### config.mk
export PLATFORM = sky130hd
export DESIGN_NAME = sbx_exec
export DESIGN_NICKNAME = d
export VERILOG_FILES = /design/src/pkg/sbx_pkg.sv /design/src/hw/sbx_exec.sv /design/src/hw/sbx_adder.sv
export VERILOG_INCLUDE_DIRS = /design/src /design/src/pkg
export SDC_FILE = /design/constraint.sdc
export NUM_CORES = 1
export LEC_CHECK = 0
export BUFFER_PORTS_ARGS = -buffer_cell sky130_fd_sc_hd__buf_2
export CAP_MARGIN = 20
export CORE_UTILIZATION = 45
export CTS_CLUSTER_DIAMETER = 200
export DETAILED_ROUTE_END_ITERATION = 8
export PLACE_DENSITY = 0.89
export SLEW_MARGIN = 20
export SYNTH_ARGS = -nofsm -noshare
export SYNTH_HDL_FRONTEND = slang
export SYNTH_SLANG_ARGS = --single-unit
### constraint.sdc
create_clock -name mclk -period 1.9 [get_ports mclk]
set_clock_uncertainty 0.05 [all_clocks]
set_input_delay 0.095 -clock mclk [delete_from_list [all_inputs] [get_ports mclk]]
set_output_delay 0.095 -clock mclk [all_outputs]
set_load 0.05 [all_outputs]
### src/pkg/sbx_regs.svh
`ifndef SBX_REGS_SVH
`define SBX_REGS_SVH
// Status register bit positions
`define SBX_C_BIT   0
`define SBX_AC_BIT  1
`define SBX_Z_BIT   2
`define SBX_OV_BIT  3
`define SBX_PD_BIT  4
`define SBX_TO_BIT  5
`define SBX_UA_BIT  6
`define SBX_UB_BIT  7
// Reset values
`define SBX_RST_BYTE 8'h00
// Timing: machine cycles of the skip instruction
`define SBX_SKIP_CYCLES 2
`endif

### src/pkg/sbx_pkg.sv
package sbx_pkg;
    typedef enum logic [1:0] {
        SBX_OP_NONE,
        SBX_OP_SUB_MEM,
        SBX_OP_DEC_SKIP
    } sbx_op_type;
    typedef enum logic {
        SBX_ST_RUN,
        SBX_ST_DUMMY
    } sbx_state_type;
endpackage

### src/hw/sbx_exec.sv
`timescale 1ns/10ps
`include "sbx_regs.svh"
module sbx_exec (
    // Clock and reset
    input  wire logic               mclk,
    input  wire logic               resetn,
    // Instruction issue from the sequencer
    input  wire logic               issue,
    input  wire sbx_pkg::sbx_op_type op,
    input  wire logic [7:0]         working_register,
    input  wire logic [7:0]         mem_rdata,
    input  wire logic [7:0]         status_in,
    // Memory write-back
    output logic                    mem_we,
    output logic [7:0]              mem_wdata,
    // Status write-back
    output logic                    status_we,
    output logic [7:0]              status_out,
    // Sequencer control
    output logic                    squash_next,
    output logic                    busy
);
    import sbx_pkg::*;

    sbx_state_type   state;
    sbx_state_type   next_state;
    wire logic [7:0] add_sum;
    wire logic       add_cout;
    wire logic       add_hc;
    wire logic       add_ov;
    wire logic [7:0] dec_val;
    wire logic       dec_zero;
    wire logic       take_sub;
    wire logic       take_dec;
    wire logic [7:0] next_status;
    wire logic [7:0] next_wdata;
    wire logic [8:0] ref_wide;
    wire logic [4:0] ref_low;
    logic [1:0]      dec_len;

    // Issue is ignored while the dummy cycle runs
    assign take_sub = issue && (op == SBX_OP_SUB_MEM) && (state == SBX_ST_RUN);
    assign take_dec = issue && (op == SBX_OP_DEC_SKIP) && (state == SBX_ST_RUN);

    // Subtraction as addition of the complement
    sbx_adder u_adder (
        .a     (working_register),
        .b     (~mem_rdata),
        .cin   (status_in[`SBX_C_BIT]),
        .sum   (add_sum),
        .cout  (add_cout),
        .hcout (add_hc),
        .ovf   (add_ov)
    );

    // Decrement and the zero test share one value
    assign dec_val  = mem_rdata - 8'h01;
    assign dec_zero = (dec_val == 8'h00);

    // Flag merge keeps the upper four bits as they were
    assign next_status = {status_in[`SBX_UB_BIT:`SBX_PD_BIT], add_ov, (add_sum == 8'h00), add_hc, add_cout};
    assign next_wdata  = take_sub ? add_sum : dec_val;

    // Dummy cycle only after a zero decrement; a dummy never chains into another
    always_comb begin
        next_state = SBX_ST_RUN;
        unique case (state)
            SBX_ST_RUN: begin
                if (take_dec && dec_zero) begin
                    next_state = SBX_ST_DUMMY;
                end else begin
                    next_state = SBX_ST_RUN;
                end
            end
            SBX_ST_DUMMY: begin
                next_state = SBX_ST_RUN;
            end
        endcase
    end

    // Write-back registers; the working register is never driven here
    always_ff @(posedge mclk or negedge resetn) begin
        if (!resetn) begin
            mem_we     <= 1'b0;
            mem_wdata  <= `SBX_RST_BYTE;
            status_we  <= 1'b0;
            status_out <= `SBX_RST_BYTE;
        end else begin
            mem_we     <= take_sub || take_dec;
            mem_wdata  <= next_wdata;
            status_we  <= take_sub;
            status_out <= next_status;
        end
    end

    // Skip sequencing
    always_ff @(posedge mclk or negedge resetn) begin
        if (!resetn) begin
            state       <= SBX_ST_RUN;
            squash_next <= 1'b0;
            busy        <= 1'b0;
        end else begin
            state       <= next_state;
            squash_next <= (next_state == SBX_ST_DUMMY);
            busy        <= (next_state == SBX_ST_DUMMY);
        end
    end

    // Reference sums built apart from the adder, read only by the checks below
    // Kept separate so a wiring slip in the adder cannot hide in its own check
    assign ref_wide = {1'b0, working_register} + {1'b0, ~mem_rdata} + {8'h00, status_in[`SBX_C_BIT]};
    assign ref_low  = {1'b0, working_register[3:0]} + {1'b0, ~mem_rdata[3:0]} + {4'h0, status_in[`SBX_C_BIT]};

    // Machine cycles of the decrement in flight, for the length checks
    always_ff @(posedge mclk or negedge resetn) begin
        if (!resetn) begin
            dec_len <= 2'h0;
        end else if (take_dec) begin
            dec_len <= 2'h1;
        end else if (state == SBX_ST_DUMMY) begin
            dec_len <= dec_len + 2'h1;
        end else begin
            dec_len <= 2'h0;
        end
    end

    // Subtract-to-memory checks
    // Operands are taken one cycle back, as the write-back is registered
    a_sub_result: assert property (@(posedge mclk) disable iff (!resetn)
        take_sub |=> mem_we && mem_wdata == 8'($past(working_register) + ~$past(mem_rdata)
            + {7'h0, $past(status_in[`SBX_C_BIT])}))
        else $error("subtract result wrong");
    a_sub_upper_kept: assert property (@(posedge mclk) disable iff (!resetn)
        take_sub |=> status_we && status_out[7:4] == $past(status_in[7:4]))
        else $error("upper bits changed");
    a_sub_zero_flag: assert property (@(posedge mclk) disable iff (!resetn)
        take_sub |=> status_out[`SBX_Z_BIT] == (mem_wdata == 8'h00))
        else $error("zero flag wrong");
    a_sub_carry_flag: assert property (@(posedge mclk) disable iff (!resetn)
        take_sub |=> status_out[`SBX_C_BIT] == $past(ref_wide[8]))
        else $error("carry flag wrong");
    a_sub_nibble_flag: assert property (@(posedge mclk) disable iff (!resetn)
        take_sub |=> status_out[`SBX_AC_BIT] == $past(ref_low[4]))
        else $error("nibble flag wrong");
    a_sub_range_flag: assert property (@(posedge mclk) disable iff (!resetn)
        take_sub |=> status_out[`SBX_OV_BIT] ==
            (($past(working_register[7]) != $past(mem_rdata[7]))
            && ($past(ref_wide[7]) != $past(working_register[7]))))
        else $error("range flag wrong");
    a_sub_no_skip: assert property (@(posedge mclk) disable iff (!resetn)
        take_sub |=> !squash_next && !busy)
        else $error("subtract skipped");
    a_flags_need_sub: assert property (@(posedge mclk) disable iff (!resetn)
        status_we |-> $past(issue) && $past(op) == SBX_OP_SUB_MEM)
        else $error("flags written without subtract");

    // Decrement checks
    a_dec_written: assert property (@(posedge mclk) disable iff (!resetn)
        take_dec |=> mem_we && mem_wdata == 8'($past(mem_rdata) - 8'h01))
        else $error("decrement wrong");
    a_dec_no_flags: assert property (@(posedge mclk) disable iff (!resetn)
        take_dec |=> !status_we)
        else $error("decrement touched flags");
    a_dec_wrap: assert property (@(posedge mclk) disable iff (!resetn)
        take_dec && mem_rdata == 8'h00 |=> mem_wdata == 8'hFF && !squash_next)
        else $error("wrap handled wrong");
    a_write_needs_issue: assert property (@(posedge mclk) disable iff (!resetn)
        mem_we |-> $past(issue))
        else $error("write without issue");

    // Skip checks
    // The dummy cycle must never accept a write, or the suppressed instruction leaks
    a_skip_on_zero: assert property (@(posedge mclk) disable iff (!resetn)
        take_dec && mem_rdata == 8'h01 |=> squash_next ##1 !squash_next)
        else $error("skip missing");
    a_skip_same_value: assert property (@(posedge mclk) disable iff (!resetn)
        squash_next |-> mem_we && mem_wdata == 8'h00)
        else $error("skip on wrong value");
    a_zero_write_skip: assert property (@(posedge mclk) disable iff (!resetn)
        mem_we && !status_we && mem_wdata == 8'h00 |-> squash_next)
        else $error("zero decrement not skipped");
    a_no_skip_nonzero: assert property (@(posedge mclk) disable iff (!resetn)
        take_dec && mem_rdata != 8'h01 |=> !squash_next)
        else $error("spurious skip");
    a_dummy_blocks: assert property (@(posedge mclk) disable iff (!resetn)
        busy |=> !mem_we && !squash_next)
        else $error("issue during dummy");
    a_squash_pulse: assert property (@(posedge mclk) disable iff (!resetn)
        squash_next |=> !squash_next)
        else $error("squash too long");
    a_len_skip: assert property (@(posedge mclk) disable iff (!resetn)
        $fell(busy) |-> dec_len == 2'(`SBX_SKIP_CYCLES))
        else $error("skip length wrong");
    a_len_single: assert property (@(posedge mclk) disable iff (!resetn)
        take_dec && !dec_zero |=> dec_len == 2'h1 && !busy)
        else $error("single length wrong");

    // Idle checks
    a_idle_quiet: assert property (@(posedge mclk) disable iff (!resetn)
        !take_sub && !take_dec |=> !mem_we && !status_we)
        else $error("write while idle");
    a_op_none: assert property (@(posedge mclk) disable iff (!resetn)
        issue && op == SBX_OP_NONE |=> !mem_we && !status_we)
        else $error("empty op wrote");

    // Main scenarios
    c_sub: cover property (@(posedge mclk) disable iff (!resetn) take_sub);
    c_issue_in_dummy: cover property (@(posedge mclk) disable iff (!resetn) busy && issue);
    c_skip: cover property (@(posedge mclk) disable iff (!resetn) take_dec && dec_zero);
    c_noskip: cover property (@(posedge mclk) disable iff (!resetn) take_dec && !dec_zero);
    c_wrap: cover property (@(posedge mclk) disable iff (!resetn) take_dec && mem_rdata == 8'h00);
endmodule

### src/hw/sbx_adder.sv
`timescale 1ns/10ps
// Eight-bit adder with nibble and full carries and signed overflow
module sbx_adder (
    // Operands
    input  wire logic [7:0] a,
    input  wire logic [7:0] b,
    input  wire logic       cin,
    // Results
    output logic [7:0]      sum,
    output logic            cout,
    output logic            hcout,
    output logic            ovf
);
    wire logic [4:0] low_sum;
    wire logic [4:0] high_sum;
    // Split at the nibble so the half carry comes out naturally
    assign low_sum  = {1'b0, a[3:0]} + {1'b0, b[3:0]} + {4'h0, cin};
    assign high_sum = {1'b0, a[7:4]} + {1'b0, b[7:4]} + {4'h0, low_sum[4]};
    assign sum      = {high_sum[3:0], low_sum[3:0]};
    assign cout     = high_sum[4];
    assign hcout    = low_sum[4];
    assign ovf      = (a[7] == b[7]) && (sum[7] != a[7]);
endmodule

**Yosys cells after proc, flatten, opt, wreduce, memory -nomap -nowiden**

Cells that the tools add are included.

- Bits in registers: 19
- Bits in latches: 0
- RAM bits: 0
- Memory bits (read-only): 0
- Input bits: 29
- Output and inout bits: 20
- Word-level logic and storage cells: 28
- Memories kept: 0

- Add/sub/neg operators: 5
- Multipliers: 0
- Divide/modulo/power cells: 0
- $lt $le $gt $ge: 0
- Equal/unequal tests: 4
- Shifts and indexed selects: 0
- Mux-type cells: 3
- Bitwise operators: 2
- Reduce and logical (&&, ||, !) cells: 9

Operators with widths:

| cell | count |
|---|---|
| $logic_not A8 Y1 | 2 |
| $add A4 B4 Y5 | 2 |
| $add A5 B1 Y5 | 2 |
| $mux W8 | 1 |
| $not A8 Y8 | 1 |
| $sub A8 B1 Y8 const B | 1 |
| $logic_and A1 B1 Y1 | 6 |
| $eq A2 B1 Y1 const B | 1 |
| $eq A2 B2 Y1 const B | 1 |
| $pmux W1 S2 | 1 |
| $eq A1 B1 Y1 | 1 |
| $logic_or A1 B1 Y1 | 1 |
| $mux W1 | 1 |
| $ne A1 B1 Y1 | 1 |
| $not A1 Y1 | 1 |

**Logic depth before layout (Yosys ltp)**

Gate-level depths: netlist (run 1).

- Depth in word-level cells: 6
- Gate-level depth with buffers: 11
- Mapped depth without buffers: 11

**Modules after synthesis**

From an unflattened synthesis (run 1), not the netlist that was laid out.

- Cells, all modules: 115
- Area total of the unflattened synthesis: 1159.9 µm²

Modules (own cells, without submodules):

| module | times used | cells each | area an instance (µm²) | seq. area each (µm²) |
|---|---|---|---|---|
| sbx_exec | 1 | 76 | 832.0 | 475.5 |
| sbx_adder | 1 | 39 | 327.8 | 0.0 |

**Worst setup path after synthesis (run 1)**

OpenSTA, ideal clock, no wires.

- Path kind: input -> register
- Start point: in mem_rdata[0]
- End point: reg status_out[2]
- Setup time: 0.120 ns
- Arrival: 2.246 ns
- Data required time: 1.730 ns
- Slack: -0.516 ns
- Stages: 11
- Buffers on the path: 0
- Cell sequence: inv_1 > fa_1 > fa_1 > a21o_1 > a21o_1 > inv_1 > fa_1 > fa_1 > nand2_1 > nor4_1 > and4_1

- Cells in the longest elaborated chain, start to end: 5

RTL lines:

| element | line | source |
|---|---|---|
| from (decl) | sbx_exec.sv:11 | `input wire logic [7:0] mem_rdata,` |
| $not A8 Y8 | n/a |  |
| $add A4 B4 Y5 | sbx_adder.sv:17 | `assign low_sum = {1'b0, a[3:0]} + {1'b0, b[3:0]} + {4'h0, cin};` |
| $add A5 B1 Y5 | sbx_adder.sv:17 |  |
| via add_hc | sbx_exec.sv:29 | `wire logic add_hc;` |
| $add A5 B1 Y5 | sbx_adder.sv:18 | `assign high_sum = {1'b0, a[7:4]} + {1'b0, b[7:4]} + {4'h0, low_sum[4]};` |
| $logic_not A8 Y1 | sbx_exec.sv:61 | `` assign next_status = {status_in[`SBX_UB_BIT:`SBX_PD_BIT], add_ov, (add_sum == 8'h00), add_hc, add_cout}; `` |
| via next_status[2] | sbx_exec.sv:35 | `wire logic [7:0] next_status;` |
| to (signal assigned) | sbx_exec.sv:87 | `` status_out <= `SBX_RST_BYTE; `` |
| to (signal assigned) | sbx_exec.sv:92 | `status_out <= next_status;` |
| to (decl) | sbx_exec.sv:18 | `output logic [7:0] status_out,` |

The timed path passes the listed nets, and every way through them passes these cells.

**Worst setup path in the final report (run 1)**

- Start point: in working_register[0]
- End point: reg status_out[2]

- Cells in the longest elaborated chain, start to end: 4

RTL lines:

| element | line | source |
|---|---|---|
| from (decl) | sbx_exec.sv:10 | `input wire logic [7:0] working_register,` |
| $add A4 B4 Y5 | sbx_adder.sv:17 |  |
| $add A5 B1 Y5 | sbx_adder.sv:17 |  |
| via add_hc | sbx_exec.sv:29 |  |
| $add A5 B1 Y5 | sbx_adder.sv:18 |  |
| $logic_not A8 Y1 | sbx_exec.sv:61 |  |
| via next_status[2] | sbx_exec.sv:35 |  |

The timed path passes the listed nets, and every way through them passes these cells.

==> results of run 1 <==
[through the flow]
stage	hold slack [ns]	utilization (%)	setup TNS (ns)
2_1_floorplan	-0.251	-	-1.19
3_3_place_gp	-0.0136	64.2	-2.63
3_5_place_dp	-0.00379	64.2	-3.17
4_1_cts	0.0377	69.4	-0.569
5_1_grt	0.0377	70.8	-0.966
6_report	0.0410	70.8	-0.541
[registers in the layout, indices dropped and copies added, names as in the netlist]
register     count
mem_wdata        8
mem_we           1
squash_next      1
status_out       8
status_we        1
[cell usage in the layout, fill, tap and decap left out, types with 2 or more instances in the layout]
cell                             n
sky130_fd_sc_hd__buf_2          43
sky130_fd_sc_hd__dfrtp_1        19
sky130_fd_sc_hd__buf_4          16
sky130_fd_sc_hd__inv_1           9
sky130_fd_sc_hd__a21oi_1         8
sky130_fd_sc_hd__ha_1            8
sky130_fd_sc_hd__nor2_1          6
sky130_fd_sc_hd__xnor2_1         6
sky130_fd_sc_hd__nand2_1         6
sky130_fd_sc_hd__dlygate4sd3_1   5
sky130_fd_sc_hd__fa_2            4
sky130_fd_sc_hd__a21o_1          3
sky130_fd_sc_hd__o21ai_1         3
sky130_fd_sc_hd__xor2_1          3
sky130_fd_sc_hd__clkbuf_4        3
sky130_fd_sc_hd__nand2b_1        2
sky130_fd_sc_hd__nand3_1         2
sky130_fd_sc_hd__xnor2_2         2
sky130_fd_sc_hd__mux2i_1         2
sky130_fd_sc_hd__nor3_1          2
[report_power, final]
part	internal, mW	total (mW)	leakage, nW	switching [mW]
combinational	0.163	0.428	0.580	0.265
clock	0.0782	0.192	0.0177	0.114
sequential	0.436	0.445	0.231	0.00889
[routing by layer]
metal / part of all wire, % / vias up / track usage [%] / routed length [um]
met3: 7.6 / 6 / 3.87 / 202
met1: 37 / 470 / 23.1 / 986
li1: - / 472 / - / -
met4: 1.2 / 0 / 6.76 / 31
met2: 54 / 55 / 38.5 / 1420
met5: 0 / - / 0 / 0
[worst paths after layout]
path | startpoint | endpoint | slack (ns) | cells past startpoint
max | working_register[0] | status_out[2] | -0.24 | 11
max reg2reg | squash_next | mem_wdata[5] | 0.50 | 3
min | working_register[7] | status_out[3] | 0.04 | 3
min reg2reg | squash_next | squash_next | 0.61 | 2
min in group asynchronous | resetn | status_we | 0.20 | 2
max in group asynchronous | resetn | mem_wdata[7] | 1.31 | 2
[logic make-up after synthesis]
kind of cell,share of synthesized area (%)
adders and majority gates,16.4
muxes,2.73
AOI/OAI and AO/OA,7.50
DFF,43.2
and+or+nand+nor,16.1
xor gates and xnor gates,8.75
buffers and inverters,5.34
[critical path, stage by stage]
cell                      delay [ns]
sky130_fd_sc_hd__buf_6          0.09
sky130_fd_sc_hd__fa_2           0.39
sky130_fd_sc_hd__fa_2           0.35
sky130_fd_sc_hd__a21o_1         0.17
sky130_fd_sc_hd__a21o_1         0.17
sky130_fd_sc_hd__inv_2          0.06
sky130_fd_sc_hd__fa_2           0.22
sky130_fd_sc_hd__fa_2           0.46
sky130_fd_sc_hd__nand2_1        0.08
sky130_fd_sc_hd__nor4_1         0.04
sky130_fd_sc_hd__and4_1         0.15
[cell type report]
cell class	count	area (um^2)
fill	165	659
multi-input combinational	69	602
sequential	19	475
timing repair buffer	66	412
inverter	11	43.8
tap	28	35.0
clock buffer	3	22.5
clock inverter	1	5.00
[what timing repair did]
item	in CTS	in global routing
resized for setup	7	4
pin swaps	6	4
endpoints found under the setup margin	7	7
buffers inserted	2	2
hold endpoints to repair	23	0
hold buffers	5	0
==> implementation parameters, run 1 <==
Parameter                              Value

Worst setup path
  Launching element type of the critical path ... input port
  Worst Path Required ... 2.04 ns
  Endpoint type of the worst setup path ... flop
  Max FO, Critical Path ... 2
  Critical path start-end classification ... input port to flop
  Data arrival, critical path ... 2.28 ns

CTS
  Num CTS Buffers ... 3
  CTS clock-pin slew for the worst setup and hold paths ... 0.10 ns
  CTS tree ... yes
  Number of H-tree levels ... 1
  Buffer type at the clock tree root ... sky130_fd_sc_hd__clkbuf_4
  Number of buffers on the longest clock path ... 2
  Latest clock arrival within the worst-skew pair ... 0.28 ns
  Clock net sink count ... 19

Floorplanning
  Top-level I/O count ... 49
  Chip width ... 51.5 um
  Full die area ... 0.00265 mm^2
  Area of the core region ... 0.00225 mm^2
  Die Height ... 51.5 um
  Count of standard-cell rows ... 17
  Initial cell density of the core ... 48.8%

STA
  Achievable clock frequency ... 0.467 GHz
  Number of hold violations in the final report ... 0
  Period minus WS final ... 2.14 ns
  Setup-violating endpoint count in the final report ... 6
  Slew of the pin with the lowest slew margin ... 0.442 ns
  Post-route clock period utilization ... 113%
  Slew HR ... 70.3%
  Number of max-slew violations in the final report ... 0
  Crit path setup slack, layout ... -0.239 ns
  Setup repair after global routing missed its margin ... true

Synth
  Library cell with the highest instance count after synthesis ... sky130_fd_sc_hd__dfrtp_1
  Synth Area per Inst ... 10.8 um^2
  Mapped Cells ... 102
  Synthesized netlist net count ... 143
  Top cells by area, synth ... sky130_fd_sc_hd__dfrtp_1 (43%), sky130_fd_sc_hd__ha_1 (9.1%), sky130_fd_sc_hd__fa_1 (7.3%)
  Flip-flop cell with the highest count after synthesis ... sky130_fd_sc_hd__dfrtp_1
  Number of enable flip-flop cells after synthesis ... 0
  Share of synthesized registers carrying an async set or reset ... 100%
  Synthesis Warnings ... 0
  Share of the synthesized area in the top cell type ... 43.2%
  Cell area after synthesis ... 0.00110 mm^2
  Commonest cells in the synthesized netlist ... sky130_fd_sc_hd__dfrtp_1 (19), sky130_fd_sc_hd__inv_1 (11), sky130_fd_sc_hd__a21oi_1 (8), sky130_fd_sc_hd__ha_1 (8), sky130_fd_sc_hd__xnor2_1 (8)
  Largest area contributor in the synthesized netlist ... sky130_fd_sc_hd__dfrtp_1
  Number of register bits inferred by synthesis ... 19
  Share of synthesized area occupied by flip-flops and latches ... 43.2%
  Unique cell type count in the Yosys netlist ... 27

Place
  Worst Setup Slack post-DPL ... -0.640 ns
  Global placement routability congestion ... 0.787
  Number of port buffers ... 45
  Cell Area, Placed ... 0.00145 mm^2
  Post-placement cell count ... 184
  HPWL after detailed placement ... 2.10 mm

Hold path
  Worst hold-check path type ... input port to flop

Pwr
  Leakage ... 0.829 nW
  Pwr/cell area ... 668 mW/mm^2
  Max IR drop VDD ... 462 uV
  Total power ... 1.07 mW

Routing
  Total Routed Length ... 2.64 mm
  Average via count per standard cell ... 5.09
  Antenna Violating Nets Remaining ... 0
  Vias after detailed routing ... 1003
  Routed wirelength normalized by instance count ... 13.4 um
  Number of design rule violations left after detail routing ... 0
  Starting DRT DRC Count ... 32
  Drt first pass iters ... 4

GRT
  Maximum number of pins on one net before global-route repair ... 20
  Via count of the first global-routing pass ... 892
  Total routing resource utilization after global routing ... 20.6%
  Initial antenna violation count ... 0
  Grt total ovfl ... 0
  Wire length of the first global-routing pass ... 3.95 mm

Layout
  Nets@finish ... 211
  Layout overhead on the synthesized area ... 44.9%
  Number of standard cells in the final layout excluding fillers ... 197
  Share of post-route cells with drive strength above 1 ... 46.7%
  Final std cell area, no fill ... 0.00160 mm^2
  Total inserted antenna cells ... 0

Run
  Max_cap viols ... 0

Status
  Run status ... complete, but fails checks
  Violations in the final reports ... setup timing
Power figures use the tool's default switching activity.
==> run 2, diff against run 1 <==
--- a/config.mk
+++ b/config.mk
@@ -11,8 +11,9 @@
 export CORE_UTILIZATION = 45
 export CTS_CLUSTER_DIAMETER = 200
 export DETAILED_ROUTE_END_ITERATION = 8
-export PLACE_DENSITY = 0.89
+export PLACE_DENSITY = 0.88
 export SLEW_MARGIN = 20
 export SYNTH_ARGS = -nofsm -noshare
 export SYNTH_HDL_FRONTEND = slang
+export SYNTH_HIERARCHICAL = 1
 export SYNTH_SLANG_ARGS = --single-unit
==> run 2 against run 1 <==
  * The flow still finishes with violations (setup timing)
  * First-iteration DRC count decreased by 66%
  * Hold slack got worse by 0.013 ns
  * Die area increased by 5.1%
  * Setup slack got worse by 0.31 ns
  * Critical path depth increased by 2
  * Sequential share of layout area decreased by 2.9 points
  * Final cell count increased by 12%
  * Largest cell class unchanged
  * Highest routed layer unchanged
==> implementation parameters, run 2 <==
Parameter                              Value

GRT
  Busiest grt layer ... met2
  Grt met2 use ... 41.8% (+3.2 points)
  Met1 capacity usage during global routing ... 23.2% (+0.085 points)
  Initial antenna violation count ... 0 (unchanged)
  Grt total ovfl ... 0 (unchanged)
  Total routing resource utilization after global routing ... 22.0% (+1.4 points)
  Via count of the first global-routing pass ... 1051 (+18%)
  Maximum number of pins on one net before global-route repair ... 20 (unchanged)
  Wire length of the first global-routing pass ... 4.31 mm (+9.1%)
  Met3 usage in global routing ... 1.16% (-2.7 points)

Synth
  Commonest cells in the synthesized netlist ... sky130_fd_sc_hd__inv_1 (20), sky130_fd_sc_hd__dfrtp_1 (19), sky130_fd_sc_hd__nand2_1 (10)
  Largest area contributor in the synthesized netlist ... sky130_fd_sc_hd__dfrtp_1
  Synthesis Warnings ... 6 (+6)
  Share of synthesized area occupied by flip-flops and latches ... 41.0% (-2.2 points)
  Mapped Cells ... 115 (+13%)
  Share of synthesized registers carrying an async set or reset ... 100% (unchanged)
  Cell area after synthesis ... 0.00116 mm^2 (+5.3%)
  Share of the synthesized area in the top cell type ... 41.0% (-2.2 points)
  Library cell with the highest instance count after synthesis ... sky130_fd_sc_hd__inv_1
  Synth Area per Inst ... 10.1 um^2 (-6.6%)
  Synthesized netlist net count ... 156 (+9.1%)
  Flip-flop cell with the highest count after synthesis ... sky130_fd_sc_hd__dfrtp_1
  Top cells by area, synth ... sky130_fd_sc_hd__dfrtp_1 (41%), sky130_fd_sc_hd__ha_1 (8.6%), sky130_fd_sc_hd__fa_1 (6.9%)
  Number of register bits inferred by synthesis ... 19 (unchanged)
  Number of enable flip-flop cells after synthesis ... 0 (unchanged)
  Unique cell type count in the Yosys netlist ... 32 (+19%)

STA
  Setup repair after global routing missed its margin ... true
  Setup-violating endpoint count in the final report ... 6 (unchanged)
  Number of max-slew violations in the final report ... 0 (unchanged)
  Slew HR ... 74.9% (+4.6 points)
  Crit path setup slack, layout ... -0.553 ns (-0.314 ns)
  Post-route clock period utilization ... 129% (+17 points)
  Number of hold violations in the final report ... 0 (unchanged)
  Achievable clock frequency ... 0.408 GHz (-13%)
  Slew of the pin with the lowest slew margin ... 0.377 ns (-0.0654 ns)
  Period minus WS final ... 2.45 ns (+0.314 ns)
  Worst hold slack ... 0.0284 ns (-0.0125 ns)

Routing
  Total Routed Length ... 2.83 mm (+7.0%)
  Average via count per standard cell ... 4.87 (-4.3%)
  Vias after detailed routing ... 1077 (+7.4%)
  Starting DRT DRC Count ... 11 (-66%)
  Antenna Violating Nets Remaining ... 0 (unchanged)
  Routed wirelength normalized by instance count ... 12.8 um (-4.6%)
  Number of design rule violations left after detail routing ... 0 (unchanged)
  Drt first pass iters ... 4 (unchanged)

Worst setup path
  Worst path top cell family by delay ... adder cells
  Stages on the worst setup path ... 13 (+2)
  Worst reg-to-reg setup slack ... 0.50 ns (about the same)
  Critical path start-end classification ... input port to flop
  Data arrival, critical path ... 2.62 ns (+0.34 ns)
  Reg-to-reg critical path startpoint ... squash_next
  Cells on worst reg2reg path ... 5 (+2)
  Master of the slowest instance on the critical path ... sky130_fd_sc_hd__or4_1
  Capture point of the worst reg-to-reg path ... mem_wdata[3]
  Max FO, Critical Path ... 2 (unchanged)
  Chain of cells forming the critical path ... buf_8 -> clkinv_8 -> inv_4 -> fa_2 -> inv_2 -> fa_2 -> a21o_1 -> a21oi_2 -> fa_2 -> fa_2 -> xnor2_2 -> or4_1 -> nor2_1
  Start point of the critical path ... mem_rdata[0]
  Endpoint type of the worst setup path ... flop
  Count of buffer and inverter cells on the critical path ... 4 (+2)
  Delay contributed by the slowest stage of the critical path ... 0.54 ns (+0.08 ns)
  Worst Path Required ... 2.07 ns (+0.03 ns)
  Most common cell type on the critical path ... sky130_fd_sc_hd__fa_2
  Launching element type of the critical path ... input port

CTS
  Num CTS Buffers ... 3 (unchanged)
  Clock net sink count ... 19 (unchanged)
  CTS clock-pin slew for the worst setup and hold paths ... 0.09 ns (about the same)
  CTS tree ... yes
  Number of buffers on the longest clock path ... 2 (unchanged)
  Buffer type at the clock tree root ... sky130_fd_sc_hd__clkbuf_4
  Number of H-tree levels ... 1 (unchanged)
  Latest clock arrival within the worst-skew pair ... 0.29 ns (about the same)

Status
  Run status ... complete, but fails checks
  Violations in the final reports ... setup timing

Pwr
  Leakage ... 0.928 nW (+12%)
  Pwr/cell area ... 636 mW/mm^2 (-4.7%)
  Max IR drop VDD ... 479 uV (+3.8%)

Hold path
  Worst hold-check path type ... input port to flop
  Hold path start ... op[0]
  Hold EP ... mem_we
  Count of cells along the worst hold path ... 3 (unchanged)

Place
  Global placement routability congestion ... 0.813 (+3.3%)
  HPWL after detailed placement ... 2.21 mm (+5.0%)
  Worst Setup Slack post-DPL ... -0.937 ns (-0.297 ns)
  Cell Area, Placed ... 0.00156 mm^2 (+7.4%)
  Post-placement cell count ... 204 (+11%)
  Number of port buffers ... 45 (unchanged)

Floorplanning
  Die Height ... 52.8 um (+2.5%)
  Count of standard-cell rows ... 18 (+1)
  Initial cell density of the core ... 47.2% (-1.6 points)
  Full die area ... 0.00278 mm^2 (+5.1%)
  Chip width ... 52.8 um (+2.5%)
  Area of the core region ... 0.00245 mm^2 (+8.9%)
  Top-level I/O count ... 49 (unchanged)

Layout
  Number of standard cells in the final layout excluding fillers ... 221 (+12%)
  Share of post-route cells with drive strength above 1 ... 51.3% (+4.6 points)
  Total inserted antenna cells ... 0 (unchanged)
  Most common cell after layout, fill and taps aside ... sky130_fd_sc_hd__buf_2
  Commonest cells after routing, fill and taps aside ... sky130_fd_sc_hd__buf_2 (43), sky130_fd_sc_hd__buf_4 (22), sky130_fd_sc_hd__dfrtp_1 (19)
  Final std cell area, no fill ... 0.00177 mm^2 (+11%)
  Nets@finish ... 233 (+10%)
  Layout overhead on the synthesized area ... 52.6%
  Regs by FF count ... mem_wdata: 8 flops, status_out: 8 flops

Run
  Max_cap viols ... 0 (unchanged)
==> run 2: power by group <==
| part | internal [mW] | switching [mW] |
|---|---|---|
| Clock | 0.0818 | 0.111 |
| Combinational | 0.201 | 0.291 |
| Sequential | 0.435 | 0.00635 |
| Total | 0.718 | 0.409 |
==> run 2: cells by family after synthesis <==
kind of cell / count (synthesis) / synth area share, %
AO/OA/AOI/OAI: 20 / 11.0
buffers and inverters: 23 / 8.52
XOR/XNOR: 10 / 7.55
flip-flops: 19 / 41.0
AND/OR/NAND/NOR: 30 / 15.1
multiplexers: 1 / 1.29
adder cells (fa/ha/maj): 12 / 15.5
==> run 2: cell type report <==
class,count,area [um^2]
Clock buffer,4,26.3
Fill cell,164,684
Inverter,20,97.6
Multi-Input combinational cell,73,639
Sequential cell,19,475
Tap cell,30,37.5
Timing Repair Buffer,75,494
==> run 2: per-layer routing <==
metal	share of wire (%)	vias to the layer above
li1	-	519
met3	3.9	9
met4	3.0	0
met5	0	-
met1	37	508
met2	56	41
==> run 2: worst max path at each step <==
stage / end / slack, ns
4_1_cts: status_out[2] / -0.50
2_1_floorplan: status_out[2] / -0.66
6_report: status_out[2] / -0.55
5_1_grt: status_out[2] / -0.60
3_3_place_gp: status_out[2] / -0.83
3_5_place_dp: status_out[2] / -0.94
==> run 2: stage by stage <==
stage | total power [mW] | utilization, % | TNS (ns)
after floorplan | 0.715 | - | -1.30
after global placement | 0.851 | 63.4 | -3.05
after detailed placement | 0.872 | 63.4 | -3.55
after CTS | 1.10 | 69.7 | -1.08
after global routing | 1.18 | 72.1 | -1.60
final | 1.13 | 72.1 | -1.25
==> run 2: what timing repair did <==
item / in CTS / in global routing
pin swaps: 7 / 2
endpoints found under the hold margin: 23 / 0
setup buffers: 5 / 5
hold buffers: 5 / 0
endpoints found under the setup margin: 7 / 7
gates resized for setup: 9 / 10
==> run 2: tightest hold or removal path, delay by kind of cell <==
kind,cells,cell delay (ns)
buffers and inverters,1,0.10
XOR/XNOR,1,0.06
AND/OR/NAND/NOR,1,0.08
==> run 3, diff against run 2 <==
==> constraint.sdc (replaced) <==
create_clock -name mclk -period 1.9 [get_ports mclk]
set_clock_uncertainty 0.05 [all_clocks]
set_input_delay 0.095 -clock mclk [delete_from_list [all_inputs] [get_ports mclk]]
set_output_delay 0.095 -clock mclk [all_outputs]
set_load 0.1 [all_outputs]
==> run 3 against run 2 <==
  * The flow still finishes with violations (setup timing)
  * Via count rose by 1.2%
  * Utilization fell by 0.87 points
  * Sequential power barely moved
  * Non-clock buffer count fell by 1
  * Count of clock-buffer cells in the layout fell by 1
  * Global-route usage fell by 0.91 points
==> implementation parameters, run 3 (same netlist as run 2, synthesis figures left out) <==
Parameter                              Value

Status
  Run status ... complete, but fails checks
  Violations in the final reports ... setup timing

Floorplanning
  Initial cell density of the core ... 47.2% (unchanged)
  Chip width ... 52.8 um (unchanged)
  Die Height ... 52.8 um (unchanged)
  Count of standard-cell rows ... 18 (unchanged)
  Full die area ... 0.00278 mm^2 (unchanged)
  Top-level I/O count ... 49 (unchanged)
  Area of the core region ... 0.00245 mm^2 (unchanged)

Layout
  Final std cell area, no fill ... 0.00175 mm^2 (-1.2%)
  Total inserted antenna cells ... 0 (unchanged)
  Most common cell after layout, fill and taps aside ... sky130_fd_sc_hd__buf_2
  Share of post-route cells with drive strength above 1 ... 51.1% (-0.26 points)
  Nets@finish ... 232 (-0.43%)
  Commonest cells after routing, fill and taps aside ... sky130_fd_sc_hd__buf_2 (43), sky130_fd_sc_hd__buf_4 (19), sky130_fd_sc_hd__dfrtp_1 (18)
  Number of standard cells in the final layout excluding fillers ... 220 (-0.45%)
  Final Core Density ... 71.3% (-0.87 points)
  Regs by FF count ... mem_wdata: 8 flops, status_out: 8 flops
  Layout overhead on the synthesized area ... 50.8%

STA
  Post-route clock period utilization ... 127% (-1.8 points)
  Setup repair after global routing missed its margin ... true
  Slew HR ... 67.8% (-7.1 points)
  Final setup TNS ... -1.34 ns (-0.0891 ns)
  Achievable clock frequency ... 0.413 GHz (+1.4%)
  Slew of the pin with the lowest slew margin ... 0.486 ns (+0.109 ns)
  Period minus WS final ... 2.42 ns (-0.0334 ns)
  Crit path setup slack, layout ... -0.520 ns (+0.0334 ns)
  Worst hold slack ... 0.0226 ns (-0.00581 ns)
  Setup-violating endpoint count in the final report ... 6 (unchanged)
  Number of hold violations in the final report ... 0 (unchanged)
  Number of max-slew violations in the final report ... 0 (unchanged)

Routing
  Antenna Violating Nets Remaining ... 0 (unchanged)
  Average via count per standard cell ... 4.95 (+1.7%)
  Routed wirelength normalized by instance count ... 13.0 um (+1.7%)
  Starting DRT DRC Count ... 16 (+5)
  Metal3 WL ... 151 um (+36%)
  Vias after detailed routing ... 1090 (+1.2%)
  Met2 routed wirelength ... 1.55 mm (-1.7%)
  Highest routed metal layer ... met4
  Total Routed Length ... 2.86 mm (+1.2%)
  Number of design rule violations left after detail routing ... 0 (unchanged)
  Drt first pass iters ... 4 (unchanged)
  Post-Route M1 WL ... 1.07 mm (+1.3%)

Worst setup path
  Data arrival, critical path ... 2.59 ns (-0.03 ns)
  Master of the slowest instance on the critical path ... sky130_fd_sc_hd__fa_2
  Critical path start-end classification ... input port to flop
  Capture point of the worst reg-to-reg path ... mem_wdata[3]
  Worst reg-to-reg setup slack ... 0.48 ns (-0.02 ns)
  Chain of cells forming the critical path ... buf_8 -> clkinv_8 -> inv_4 -> fa_2 -> inv_2 -> fa_2 -> a21o_1 -> a21oi_2 -> fa_2 -> fa_2 -> inv_2 -> or4_1 -> nor2_1
  Worst Path Required ... 2.07 ns (about the same)
  Cells on worst reg2reg path ... 5 (unchanged)
  Max FO, Critical Path ... 2 (unchanged)
  Endpoint type of the worst setup path ... flop
  Delay contributed by the slowest stage of the critical path ... 0.55 ns (about the same)
  Launching element type of the critical path ... input port
  Reg-to-reg critical path startpoint ... squash_next
  Most common cell type on the critical path ... sky130_fd_sc_hd__fa_2

GRT
  Total routing resource utilization after global routing ... 21.1% (-0.91 points)
  Wire length of the first global-routing pass ... 4.19 mm (-2.9%)
  Grt total ovfl ... 0 (unchanged)
  Via count of the first global-routing pass ... 992 (-5.6%)
  Initial antenna violation count ... 0 (unchanged)
  Maximum number of pins on one net before global-route repair ... 20 (unchanged)

Hold path
  Hold path start ... op[0]
  Hold EP ... mem_we
  Worst hold-check path type ... input port to flop
  Count of cells along the worst hold path ... 3 (unchanged)

Place
  Worst Setup Slack post-DPL ... -0.921 ns (+0.0159 ns)
  Cell Area, Placed ... 0.00156 mm^2 (about the same)
  HPWL after detailed placement ... 2.07 mm (-6.2%)
  Number of port buffers ... 45 (unchanged)
  Post-placement cell count ... 204 (unchanged)
  Global placement routability congestion ... 0.850 (+4.6%)

CTS
  Number of H-tree levels ... 1 (unchanged)
  Clock net sink count ... 19 (unchanged)
  Number of buffers on the longest clock path ... 2 (unchanged)
  CTS clock-pin slew for the worst setup and hold paths ... 0.10 ns (about the same)
  CTS tree ... yes
  Latest clock arrival within the worst-skew pair ... 0.29 ns (about the same)
  Num CTS Buffers ... 3 (unchanged)
  Buffer type at the clock tree root ... sky130_fd_sc_hd__clkbuf_4

Pwr
  Pwr/cell area ... 711 mW/mm^2 (+12%)
  Total power ... 1.24 mW (+10%)
  Leakage ... 0.911 nW (-1.8%)
  Max IR drop VDD ... 559 uV (+17%)

Run
  Max_cap viols ... 0 (unchanged)
## run 3: area by class of cell
| type | instances | area (um^2) |
|---|---|---|
| fillers | 172 | 706 |
| multi-input cells | 73 | 619 |
| repair buffers | 74 | 490 |
| flip-flops and latches | 19 | 477 |
| inverters | 20 | 97.6 |
| well taps | 30 | 37.5 |
| clock buffers | 3 | 22.5 |
| clock inverters | 1 | 5.00 |
## run 3: critical path, delay by kind of cell
kind / cells / cell delay (ns)
and+or+nand+nor: 2 / 0.61
AOI/OAI and AO/OA: 2 / 0.19
adders and majority gates: 4 / 1.41
buffers and inverters: 5 / 0.28
## run 3: routing by layer
| metal | track usage (%) | up-vias |
|---|---|---|
| li1 | - | 520 |
| met1 | 22.8 | 511 |
| met2 | 39.9 | 50 |
| met3 | 1.74 | 9 |
| met4 | 11.4 | 0 |
| met5 | 0 | - |
## run 3: worst max path at each step
stage          slack, ns             to                start  cells after the start
2_1_floorplan      -0.66  status_out[2]  working_register[0]                     11
3_3_place_gp       -0.83  status_out[2]  working_register[0]                     12
3_5_place_dp       -0.92  status_out[2]         mem_rdata[0]                     13
4_1_cts            -0.50  status_out[2]         mem_rdata[0]                     13
5_1_grt            -0.56  status_out[2]         mem_rdata[0]                     13
6_report           -0.52  status_out[2]         mem_rdata[0]                     13
## run 3: timing repair
| action | in CTS | in global routing |
|---|---|---|
| endpoints found under the setup margin | 6 | 6 |
| hold buffers | 5 | 0 |
| buffers inserted | 3 | 5 |
| pin swaps | 6 | 1 |
| resized for setup | 10 | 8 |
| endpoints found under the hold margin | 23 | 0 |
## run 3: power by group
group	switching [mW]	total [mW]	leakage [nW]	internal [mW]
Clock	0.116	0.195	0.0177	0.0785
Combinational	0.412	0.608	0.662	0.195
Sequential	0.00664	0.442	0.231	0.435
Total	0.535	1.24	0.911	0.709
